File: config.mk
export PLATFORM = sky130hd
export DESIGN_NAME = hcm_top
export DESIGN_NICKNAME = d
export VERILOG_FILES = /design/src/rtl/hcm_cfg_mem.v /design/src/rtl/hcm_cfg_decode.v /design/src/rtl/hcm_top.v
export VERILOG_INCLUDE_DIRS = /design/src /design/src/rtl
export SDC_FILE = /design/constraint.sdc
export NUM_CORES = 2
export LEC_CHECK = 0
export BUFFER_PORTS_ARGS = -buffer_cell sky130_fd_sc_hd__buf_2
export CAP_MARGIN = 25
export CORE_UTILIZATION = 50
export DETAILED_ROUTE_END_ITERATION = 10
export PLACE_DENSITY = 0.66
export SYNTH_ARGS = -nofsm -noshare
export SYNTH_HDL_FRONTEND = slang
export SYNTH_SLANG_ARGS = --single-unit
File: constraint.sdc
create_clock -name ref_clk_i -period 3.74 [get_ports ref_clk_i]
set_clock_uncertainty 0.1 [all_clocks]
set_input_delay 0.374 -clock ref_clk_i [delete_from_list [all_inputs] [get_ports ref_clk_i]]
set_output_delay 0.374 -clock ref_clk_i [all_outputs]
set_load 0.02 [all_outputs]
File: src/rtl/hcm_consts.vh
`ifndef HCM_CONSTS_VH
`define HCM_CONSTS_VH

// ****************************************************************
// Special function register map
// ****************************************************************
`define HCM_SFR_CONFIG_READ_ADDRESS      8'h93
`define HCM_SFR_CONFIG_READ_DATA      8'h94

// ****************************************************************
// Configuration memory geometry and code-space window
// ****************************************************************
`define HCM_AW             7
`define HCM_DW             8
`define HCM_WORDS          128
`define HCM_CODE_PAGE      9'h100
`define HCM_IDX_BPC        7'h7E
`define HCM_IDX_SFC        7'h7F
`define HCM_USER_FIRST     7'h02
`define HCM_USER_LAST      7'h6F

// ****************************************************************
// Security and flash byte fields
// ****************************************************************
`define HCM_SFC_ACCESS     7
`define HCM_SFC_PLOCK      6
`define HCM_SFC_BLOCK      5
`define HCM_SFC_BROM       4
`define HCM_SFC_WDRST      3
`define HCM_SFC_DFS_HI     2
`define HCM_SFC_DFS_LO     0
`define HCM_SFC_DEFAULT    8'hBF

// ****************************************************************
// Brownout and port byte fields
// ****************************************************************
`define HCM_BPC_DBL_HI     7
`define HCM_BPC_DBL_LO     6
`define HCM_BPC_ABL_HI     5
`define HCM_BPC_ABL_LO     4
`define HCM_BPC_AOFF       3
`define HCM_BPC_DOFF       2
`define HCM_BPC_P0IO       1
`define HCM_BPC_P23IO      0
`define HCM_BPC_DEFAULT    8'hF3

// ****************************************************************
// Flash partition figures in kilobytes, and the none and reserved data flash size codes
// ****************************************************************
`define HCM_DFS_BASE_KB    8'h40
`define HCM_DFS_NONE       3'h7
`define HCM_DFS_RSVD       3'h0
`define HCM_BOOT_KB        8'h04
`define HCM_FLASH_KB       8'h20

`endif

File: src/rtl/hcm_cfg_mem.v
`default_nettype none

// ****************************************************************
// Configuration byte store, one write port, two registered reads
// ****************************************************************
`include "hcm_consts.vh"

module hcm_cfg_mem (
  input  wire                     ref_clk_i,
  input  wire                     we_i,
  input  wire [`HCM_AW-1:0]       waddr_i,
  input  wire [`HCM_DW-1:0]       wdata_i,
  input  wire [`HCM_AW-1:0]       ra_addr_i,
  output reg  [`HCM_DW-1:0]       ra_data_o,
  input  wire [`HCM_AW-1:0]       rb_addr_i,
  output reg  [`HCM_DW-1:0]       rb_data_o
);

  // No reset: contents model nonvolatile cells
  reg [`HCM_DW-1:0] mem_ff [0:`HCM_WORDS-1];

  always @(posedge ref_clk_i) begin
    if (we_i) begin
      mem_ff[waddr_i] <= wdata_i;
    end
    ra_data_o <= mem_ff[ra_addr_i];
    rb_data_o <= mem_ff[rb_addr_i];
  end

endmodule // hcm_cfg_mem

`default_nettype wire

File: src/rtl/hcm_cfg_decode.v
`default_nettype none

// ****************************************************************
// Turns the two held configuration bytes into registered controls
// ****************************************************************
`include "hcm_consts.vh"

module hcm_cfg_decode #(
  parameter [7:0] FLASH_KB = `HCM_FLASH_KB
) (
  input  wire       ref_clk_i,
  input  wire       rst_i,
  input  wire [7:0] sfc_i,
  input  wire [7:0] bpc_i,
  output reg        program_access_allow_o,
  output reg        program_flash_write_lock_o,
  output reg        boot_sector_write_lock_o,
  output reg        boot_rom_on_o,
  output reg  [7:0] data_flash_kb_o,
  output reg  [7:0] program_flash_kb_o,
  output reg  [1:0] digital_brownout_level_o,
  output reg  [1:0] analog_brownout_level_o,
  output reg        digital_brownout_en_o,
  output reg        analog_brownout_en_o,
  output reg        port_zero_gpio_on_o,
  output reg        ports_two_three_gpio_on_o,
  output reg        ext_mem_strobes_o
);

  function [7:0] dfs_kb;
    input [2:0] code;
    begin
      if (code == `HCM_DFS_NONE || code == `HCM_DFS_RSVD) begin
        dfs_kb = 8'h00;
      end else begin
        dfs_kb = `HCM_DFS_BASE_KB >> code;
      end
    end
  endfunction

  wire [7:0] sel_kb  = dfs_kb(sfc_i[`HCM_SFC_DFS_HI:`HCM_SFC_DFS_LO]);
  wire [7:0] data_kb = (sel_kb > FLASH_KB) ? FLASH_KB : sel_kb;
  wire [7:0] prog_kb = FLASH_KB - data_kb;

  always @(posedge ref_clk_i or posedge rst_i) begin
    if (rst_i) begin
      program_access_allow_o     <= 1'b1;
      program_flash_write_lock_o <= 1'b0;
      boot_sector_write_lock_o   <= 1'b1;
      boot_rom_on_o              <= 1'b1;
      data_flash_kb_o            <= 8'h00;
      program_flash_kb_o         <= FLASH_KB;
      digital_brownout_level_o   <= 2'h3;
      analog_brownout_level_o    <= 2'h3;
      digital_brownout_en_o      <= 1'b1;
      analog_brownout_en_o       <= 1'b1;
      port_zero_gpio_on_o        <= 1'b1;
      ports_two_three_gpio_on_o  <= 1'b1;
      ext_mem_strobes_o          <= 1'b0;
    end else begin
      program_access_allow_o     <= sfc_i[`HCM_SFC_ACCESS];
      // A 4k program area lies wholly in the boot sector
      program_flash_write_lock_o <= sfc_i[`HCM_SFC_PLOCK] |
                                    (sfc_i[`HCM_SFC_BLOCK] & (prog_kb == `HCM_BOOT_KB));
      boot_sector_write_lock_o   <= sfc_i[`HCM_SFC_BLOCK];
      boot_rom_on_o              <= sfc_i[`HCM_SFC_BROM];
      data_flash_kb_o            <= data_kb;
      program_flash_kb_o         <= prog_kb;
      digital_brownout_level_o   <= bpc_i[`HCM_BPC_DBL_HI:`HCM_BPC_DBL_LO];
      analog_brownout_level_o    <= bpc_i[`HCM_BPC_ABL_HI:`HCM_BPC_ABL_LO];
      digital_brownout_en_o      <= ~bpc_i[`HCM_BPC_DOFF];
      analog_brownout_en_o       <= ~bpc_i[`HCM_BPC_AOFF];
      port_zero_gpio_on_o        <= bpc_i[`HCM_BPC_P0IO];
      ports_two_three_gpio_on_o  <= bpc_i[`HCM_BPC_P23IO];
      ext_mem_strobes_o          <= ~bpc_i[`HCM_BPC_P0IO] | ~bpc_i[`HCM_BPC_P23IO];
    end
  end

endmodule // hcm_cfg_decode

`default_nettype wire

File: src/rtl/hcm_top.v
// Overview of operation
// - Holds 128 configuration bytes: two hardware bytes plus user data area.
// - Only programming mode may write; running software cannot modify any byte.
// - Security bit 7 clear blocks flash reads and writes; set keeps access.
// - Program lock bit 6 set rejects software writes to program flash.
// - Boot sector lock bit 5 protects first 4k; 4k program area means full lock.
// - Watchdog bit 3 picks reset when set, auxiliary interrupt when clear.
// - Three-bit field sizes data flash 32k down to 1k, 111 none.
// - Data request larger than physical flash gives all flash to data.
// - Digital brownout level bits 7-6 pick 4.5, 4.2, 2.7 or 2.5 volts.
// - Analog brownout level bits 5-4 use the same encoding.
// - Analog brownout off bit set suppresses analog brownout detection.
// - Digital brownout off bit set suppresses digital brownout detection.
// - Port zero bit clear makes port 0 the external bus with strobes.
// - Ports two/three bit clear makes them external bus with strobes.
// - User data sits at code 8002 to 806F, readable, never software-writable.
// - In programming mode the hardware bytes appear at code 807E and 807F.
// - Normal code reads of those addresses never return configuration bytes.
// - Address register at 93 selects bytes 00 to 7F; software keeps range.
// - Reading data register at 94 returns the byte at the held address.
// - Watchdog bit only picks the action, never enables the watchdog.

`default_nettype none

`include "hcm_consts.vh"

module hcm_top #(
  parameter [7:0] FLASH_KB = `HCM_FLASH_KB
) (
  input  wire        ref_clk_i,
  input  wire        rst_i,
  input  wire [7:0]  sfr_addr_i,
  input  wire        sfr_wr_i,
  input  wire        sfr_rd_i,
  input  wire [7:0]  sfr_wdata_i,
  output wire [7:0]  sfr_rdata_o,
  output wire        sfr_ack_o,
  input  wire        prog_mode_i,
  input  wire        prog_we_i,
  input  wire        code_rd_i,
  input  wire [15:0] code_addr_i,
  input  wire [7:0]  prog_wdata_i,
  output wire [7:0]  code_rdata_o,
  output wire        code_valid_o,
  output wire        prog_mode_o,
  input  wire        wdt_expire_i,
  output wire        wdt_reset_req_o,
  output wire        watchdog_irq_flag_o,
  output wire        cfg_loaded_o,
  output wire        program_access_allow_o,
  output wire        program_flash_write_lock_o,
  output wire        boot_sector_write_lock_o,
  output wire        boot_rom_on_o,
  output wire [7:0]  data_flash_kb_o,
  output wire [7:0]  program_flash_kb_o,
  output wire [1:0]  digital_brownout_level_o,
  output wire [1:0]  analog_brownout_level_o,
  output wire        digital_brownout_en_o,
  output wire        analog_brownout_en_o,
  output wire        port_zero_gpio_on_o,
  output wire        ports_two_three_gpio_on_o,
  output wire        ext_mem_strobes_o
);

  // ****************************************************************
  // Loader states
  // ****************************************************************
  localparam [1:0] ST_RD_BPC = 2'b00;
  localparam [1:0] ST_RD_SFC = 2'b01;
  localparam [1:0] ST_LATCH  = 2'b10;
  localparam [1:0] ST_RUN    = 2'b11;

  // ****************************************************************
  // Declarations
  // ****************************************************************
  reg  [1:0]         state_ff;
  reg  [1:0]         nxt_state;
  reg  [7:0]         sfc_ff;
  reg  [7:0]         bpc_ff;
  reg                loaded_ff;
  reg  [7:0]         config_read_address_ff;
  reg  [7:0]         sfr_rdata_ff;
  reg                sfr_ack_ff;
  reg                mode_s1_ff;
  reg                mode_s2_ff;
  reg                mode_s3_ff;
  reg                mode_ff;
  reg                code_pend_ff;
  reg                code_hit_ff;
  reg  [7:0]         code_rdata_ff;
  reg                code_valid_ff;
  reg                wdt_reset_ff;
  reg                wdt_irq_ff;
  reg  [`HCM_AW-1:0] ra_addr;
  wire [`HCM_DW-1:0] ra_data;
  wire [`HCM_DW-1:0] rb_data;
  wire               sel_config_read_address;
  wire               sel_config_read_data;
  wire               config_read_address_wr;
  wire               in_window;
  wire [`HCM_AW-1:0] code_idx;
  wire               idx_writable;
  wire               mem_we;

  // ****************************************************************
  // Address decode helpers
  // ****************************************************************
  function is_writable;
    input [`HCM_AW-1:0] idx;
    begin
      is_writable = ((idx >= `HCM_USER_FIRST) && (idx <= `HCM_USER_LAST)) ||
                    (idx == `HCM_IDX_BPC) || (idx == `HCM_IDX_SFC);
    end
  endfunction

  assign sel_config_read_address    = (sfr_addr_i == `HCM_SFR_CONFIG_READ_ADDRESS);
  assign sel_config_read_data    = (sfr_addr_i == `HCM_SFR_CONFIG_READ_DATA);
  assign config_read_address_wr     = sfr_wr_i & sel_config_read_address;
  assign in_window    = (code_addr_i[15:`HCM_AW] == `HCM_CODE_PAGE);
  assign code_idx     = code_addr_i[`HCM_AW-1:0];
  assign idx_writable = is_writable(code_idx);

  // ****************************************************************
  // Programming-mode strap, three-stage synchroniser
  // ****************************************************************
  always @(posedge ref_clk_i or posedge rst_i) begin
    if (rst_i) begin
      mode_s1_ff <= 1'b0;
      mode_s2_ff <= 1'b0;
      mode_s3_ff <= 1'b0;
      mode_ff    <= 1'b0;
    end else begin
      mode_s1_ff <= prog_mode_i;
      mode_s2_ff <= mode_s1_ff;
      mode_s3_ff <= mode_s2_ff;
      if (mode_s2_ff == mode_s3_ff) begin
        mode_ff <= mode_s3_ff;
      end
    end
  end

  // Only the programmer path reaches the write port; the SFR side has none
  assign mem_we = mode_ff & prog_we_i & in_window & idx_writable;

  // ****************************************************************
  // Configuration store
  // ****************************************************************
  hcm_cfg_mem u_mem (
    .ref_clk_i (ref_clk_i),
    .we_i      (mem_we),
    .waddr_i   (code_idx),
    .wdata_i   (prog_wdata_i),
    .ra_addr_i (ra_addr),
    .ra_data_o (ra_data),
    .rb_addr_i (code_idx),
    .rb_data_o (rb_data)
  );

  // ****************************************************************
  // Reset-time loader of the two hardware bytes
  // ****************************************************************
  always @* begin
    nxt_state = state_ff;
    case (state_ff)
      ST_RD_BPC: nxt_state = ST_RD_SFC;
      ST_RD_SFC: nxt_state = ST_LATCH;
      ST_LATCH:  nxt_state = ST_RUN;
      ST_RUN:    nxt_state = ST_RUN;
      default:   nxt_state = ST_RUN;
    endcase
  end

  // Port A serves the loader first, then tracks the address register.
  // An address write steers the read at once so the data is fresh next cycle.
  always @* begin
    case (state_ff)
      ST_RD_BPC: ra_addr = `HCM_IDX_BPC;
      ST_RD_SFC: ra_addr = `HCM_IDX_SFC;
      default:   ra_addr = config_read_address_wr ? sfr_wdata_i[`HCM_AW-1:0] :
                                      config_read_address_ff[`HCM_AW-1:0];
    endcase
  end

  always @(posedge ref_clk_i or posedge rst_i) begin
    if (rst_i) begin
      state_ff  <= ST_RD_BPC;
      bpc_ff    <= `HCM_BPC_DEFAULT;
      sfc_ff    <= `HCM_SFC_DEFAULT;
      loaded_ff <= 1'b0;
    end else begin
      state_ff <= nxt_state;
      // Holding bytes are taken once; later programming waits for a reset
      if (state_ff == ST_RD_SFC) begin
        bpc_ff <= ra_data;
      end
      if (state_ff == ST_LATCH) begin
        sfc_ff    <= ra_data;
        loaded_ff <= 1'b1;
      end
    end
  end

  // ****************************************************************
  // SFR slave: address register and read-only data register
  // ****************************************************************
  always @(posedge ref_clk_i or posedge rst_i) begin
    if (rst_i) begin
      config_read_address_ff     <= 8'h00;
      sfr_rdata_ff <= 8'h00;
      sfr_ack_ff   <= 1'b0;
    end else begin
      if (config_read_address_wr) begin
        config_read_address_ff <= sfr_wdata_i;
      end
      sfr_ack_ff <= (sfr_rd_i | sfr_wr_i) & (sel_config_read_address | sel_config_read_data);
      if (sfr_rd_i & sel_config_read_address) begin
        sfr_rdata_ff <= config_read_address_ff;
      end else if (sfr_rd_i & sel_config_read_data) begin
        sfr_rdata_ff <= ra_data;
      end else begin
        // Writes to the data register fall here and change nothing
        sfr_rdata_ff <= 8'h00;
      end
    end
  end

  // ****************************************************************
  // Code-space read path: bytes visible only while programming
  // ****************************************************************
  always @(posedge ref_clk_i or posedge rst_i) begin
    if (rst_i) begin
      code_pend_ff  <= 1'b0;
      code_hit_ff   <= 1'b0;
      code_rdata_ff <= 8'h00;
      code_valid_ff <= 1'b0;
    end else begin
      code_pend_ff  <= code_rd_i;
      code_hit_ff   <= code_rd_i & in_window & mode_ff;
      code_valid_ff <= code_pend_ff;
      // Normal fetches of the window see zero, never configuration data
      code_rdata_ff <= code_hit_ff ? rb_data : 8'h00;
    end
  end

  // ****************************************************************
  // Watchdog expiry routing
  // ****************************************************************
  // Expiry only arrives from an enabled watchdog; this bit never enables it
  always @(posedge ref_clk_i or posedge rst_i) begin
    if (rst_i) begin
      wdt_reset_ff <= 1'b0;
      wdt_irq_ff   <= 1'b0;
    end else begin
      wdt_reset_ff <= wdt_expire_i & sfc_ff[`HCM_SFC_WDRST];
      wdt_irq_ff   <= wdt_expire_i & ~sfc_ff[`HCM_SFC_WDRST];
    end
  end

  // ****************************************************************
  // Control decode
  // ****************************************************************
  hcm_cfg_decode #(
    .FLASH_KB (FLASH_KB)
  ) u_dec (
    .ref_clk_i                  (ref_clk_i),
    .rst_i                      (rst_i),
    .sfc_i                      (sfc_ff),
    .bpc_i                      (bpc_ff),
    .program_access_allow_o     (program_access_allow_o),
    .program_flash_write_lock_o (program_flash_write_lock_o),
    .boot_sector_write_lock_o   (boot_sector_write_lock_o),
    .boot_rom_on_o              (boot_rom_on_o),
    .data_flash_kb_o            (data_flash_kb_o),
    .program_flash_kb_o         (program_flash_kb_o),
    .digital_brownout_level_o   (digital_brownout_level_o),
    .analog_brownout_level_o    (analog_brownout_level_o),
    .digital_brownout_en_o      (digital_brownout_en_o),
    .analog_brownout_en_o       (analog_brownout_en_o),
    .port_zero_gpio_on_o        (port_zero_gpio_on_o),
    .ports_two_three_gpio_on_o  (ports_two_three_gpio_on_o),
    .ext_mem_strobes_o          (ext_mem_strobes_o)
  );

  // ****************************************************************
  // Outputs
  // ****************************************************************
  assign sfr_rdata_o         = sfr_rdata_ff;
  assign sfr_ack_o           = sfr_ack_ff;
  assign code_rdata_o        = code_rdata_ff;
  assign code_valid_o        = code_valid_ff;
  assign prog_mode_o         = mode_ff;
  assign wdt_reset_req_o     = wdt_reset_ff;
  assign watchdog_irq_flag_o = wdt_irq_ff;
  assign cfg_loaded_o        = loaded_ff;

endmodule // hcm_top

`default_nettype wire

==> results.py <==
metrics = {
    "cells_and_area": {
        "fin_area_sq_um": 59900,
        "areaGrowthSynthToFinish_pct": 19.9,
        "final_nets": 4391,
        "final-seq-area_sq_um": 33100,
        "final_cells": 5731,
        "multiInputGateArea_sq_um": 16100,
        "nFillCells": 7546,
        "drive_above_1_share": 0.201,
    },
    "yosys": {
        "synthDistinctLibCells": 75,
        "yosysWarnings": 0,
        "synth_edf_count": 1024,
        "ys_ff_latch": 1120,
        "synth-seq-area-share": 0.662,
        "netlist_area_sq_um": 50000,
        "avgSynthCellArea_sq_um": 13.1,
        "synthArstFlopShare": 0.0714,
        "synthCells": 3809,
        "synth-main-ff-cell": "edfxtp_1",
    },
    "drt": {
        "vias": 39604,
        "drt-initial-drc-count": 7166,
        "wl_per_cell_um": 31.8,
        "antenna_left": 0,
        "wl_um": 182000,
        "drc": 0,
        "vias_per_cell": 6.91,
        "first_pass_iters": 7,
    },
    "global_routing": {
        "busiest_layer": "met2",
        "use_met2": 0.524,
        "grt_pass1_vias": 37636,
        "grt_use_met3": 0.107,
        "grt_pass1_wl_um": 260000,
        "grt_max_degree": 115,
        "antenna_found_initial": 12,
        "grt_usage": 0.354,
        "grt_util_met1": 0.473,
        "grt_overflow": 0,
    },
    "sta": {
        "fin_crit_sh": 0.996,
        "final-hold-violation-count": 0,
        "slew_violations": 0,
        "rsz0062_at_grt": "no",
        "fmax_mhz": 268,
        "worst_pin_slew_ns": 1.05,
        "slew_headroom": 0.301,
        "whs_ns": 0.124,
        "setup_viol": 0,
        "final.setup.tns_ns": 0,
        "finalCriticalPeriod_ns": 3.72,
    },
    "floorplanning": {
        "coreArea_sq_um": 98700,
        "ios": 99,
        "start_util": 0.506,
        "row_count": 115,
        "die_h_um": 318,
        "dieWidth_um": 318,
        "dieArea_sq_um": 101000,
    },
    "worst_setup_path": {
        "slowest_delay_ns": 0.53,
        "crit_top_cell": "buf_4",
        "path_max_fanout": 33,
        "crit_arrival_ns": 4.23,
        "worstSetupPathType": "reg -> reg",
        "worstPathRequired_ns": 4.25,
        "slowest_stage": "mux4_2",
        "path_cells": "o41ai_2 > buf_4 > o21ai_4 > buf_4 > buf_12 > mux4_2 > nor4_1 > nor3_1 > a21oi_1 > buf_4 > and4b_1",
        "crit_path_start_kind": "flip-flop",
        "end_kind": "flip-flop",
    },
    "clock_tree": {
        "cts_tree": "built",
        "post_cts_buffers": 0,
        "clk_pin_slew_ns": 0.07,
        "clk_latency_ns": 0.71,
        "cts_buffer_depth": 3,
        "cts_buffers": 115,
        "clock-sinks": 1120,
        "clock-root-buffer": "clkbuf_16",
        "htree_levels": 3,
    },
    "placed_design": {
        "gp_congestion": 0.998,
        "post_dp_cell_area_sq_um": 55700,
        "portBuffers": 97,
        "dp.cells": 5495,
        "dp_hpwl_um": 120000,
    },
    "pwr": {
        "p_per_area_nw_per_um2": 476,
        "max-vdd-ir-drop_mv": 0.429,
        "leakagePower_nw": 21.5,
        "finalPower_mw": 28.5,
    },
    "outcome": {
        "status": "finished clean",
    },
    "worst_hold_path": {
        "hold_class": "in -> reg",
    },
    "run": {
        "drv_cap": 0,
    },
}
synth_stat cells (17+ instances only):
library cell	n	area [sq um]
a221oi_1	107	937
edfxtp_1	1024	30700
buf_2	46	230
nand2_1	563	2110
buf_6	17	191
dfstp_2	25	657
o21ai_0	52	260
mux4_2	40	901
and3_1	27	169
mux2i_1	171	1710
or4_1	22	165
nand4_1	53	332
o32ai_1	17	149
clkbuf_1	173	649
a31oi_1	100	626
nor2_1	135	507
buf_1	54	203
a311oi_1	26	228
a211oi_1	19	143
a22o_1	107	937
o221ai_1	33	289
nand3_1	77	385
nor4_1	53	332
a22oi_1	323	2420
dfrtp_1	55	1380
a21oi_1	206	1030
o22ai_1	40	250
nor3_1	47	235
flip-flops by register name, indices dropped and copies added (netlist names), 2 cells and up:
signal / count
u_dec.data_flash_kb_o: 7
u_mem.rb_data_o: 8
code_rdata_o: 8
sfc_ff: 8
u_dec.digital_brownout_level_o: 2
state_ff: 2
sfr_rdata_o: 8
config_read_address_ff: 8
u_mem.mem_ff: 1024
u_dec.analog_brownout_level_o: 2
bpc_ff: 8
u_mem.ra_data_o: 8
u_dec.program_flash_kb_o: 7
layout make-up:
| type | count | share of cell area |
|---|---|---|
| flip-flops and latches | 1120 | 0.553 |
| multi-input cells | 2503 | 0.268 |
| repair buffers | 592 | 0.0847 |
| clock buffers | 141 | 0.0543 |
| well taps | 1287 | 0.0269 |
| clock inverters | 72 | 0.0126 |
| inverters | 10 | 0.000647 |
| diodes | 6 | 0.000251 |
worst max-delay path, delay by kind of cell (launching register included):
family                 cells  cell delay, ns
AOI/OAI and AO/OA          3            0.74
buffers and inverters      4            0.92
DFF                        1            0.52
muxes                      1            0.53
and+or+nand+nor            3            0.79
metal layers:
metal	part of all wire	routed length [um]	up-vias
li1	-	-	16144
met3	0.15	28200	677
met4	0.060	11000	10
met2	0.43	78300	3574
met1	0.35	64600	19199
met5	0.00036	65	-
final timing paths:
check | depth (start not counted) | startpoint | endpoint | slack (ns)
max reg2reg | 11 | state_ff[1] | u_mem.ra_data_o[6] | 0.02
min reg2reg | 0 | mode_s1_ff | mode_s2_ff | 0.25
max in group asynchronous | 4 | rst_i | u_dec.program_flash_kb_o[5] | 2.50
max | 11 | state_ff[1] | u_mem.ra_data_o[6] | 0.02
min in group asynchronous | 3 | rst_i | u_dec.data_flash_kb_o[6] | 0.19
min | 1 | prog_wdata_i[7] | u_mem.mem_ff[73][7] | 0.12
per-stage QoR:
step / utilization / setup WS, ns
after floorplan: - / 0.637
after detailed placement: 0.564 / -0.400
after CTS: 0.607 / 0.0134
final: 0.607 / 0.0153
after global placement: 0.564 / -0.388
after global routing: 0.607 / 0.0496
report_power, final:
group	total [mW]	switching (mW)	internal, mW	leakage (nW)
Clock	12.1	4.99	7.14	1.97
Combinational	2.43	1.62	0.802	9.16
Sequential	14.0	0.140	13.8	10.4
Total	28.5	6.76	21.8	21.5
logic make-up after synthesis:
group	Yosys count	synth area share
compound gates	1074	0.152
xor+xnor	2	0.000351
fa+ha+maj	2	0.000451
buf+inv	316	0.0297
flops	1120	0.662
mux	228	0.0562
other cells	1	0.0000750
simple gates	1066	0.0987
repair_timing:
| item | CTS | global route |
|---|---|---|
| resized for setup | 4 | 4 |
| pin swaps | 0 | 0 |
| hold buffers | 17 | 0 |
| endpoints found under the hold margin | 59 | 0 |
| setup endpoints to repair | 4 | 8 |
cells in the final DEF (no fill, tap or decap), types with 17 or more instances in the layout:
master	Yosys	layout
edfxtp_1	1024	1024
nand2_1	563	561
buf_4	10	421
a22oi_1	323	323
a21oi_1	206	201
mux2i_1	171	170
nor2_1	135	134
conb_1	1	131
clkbuf_16	0	123
a22o_1	107	107
a221oi_1	107	106
a31oi_1	100	100
buf_2	46	89
nand3_1	77	77
buf_12	2	65
dfrtp_1	55	54
nand4_1	53	53
nor4_1	53	52
o21ai_0	52	50
nor3_1	47	46
mux4_2	40	40
o22ai_1	40	40
o221ai_1	33	33
and3_1	27	26
a311oi_1	26	26
dfstp_2	25	25
or4_1	22	22
a211oi_1	19	19
clkinv_2	0	19
o32ai_1	17	17
clkinv_1	0	17
dlygate4sd3_1	0	17
Power figures use the tool's default switching activity.
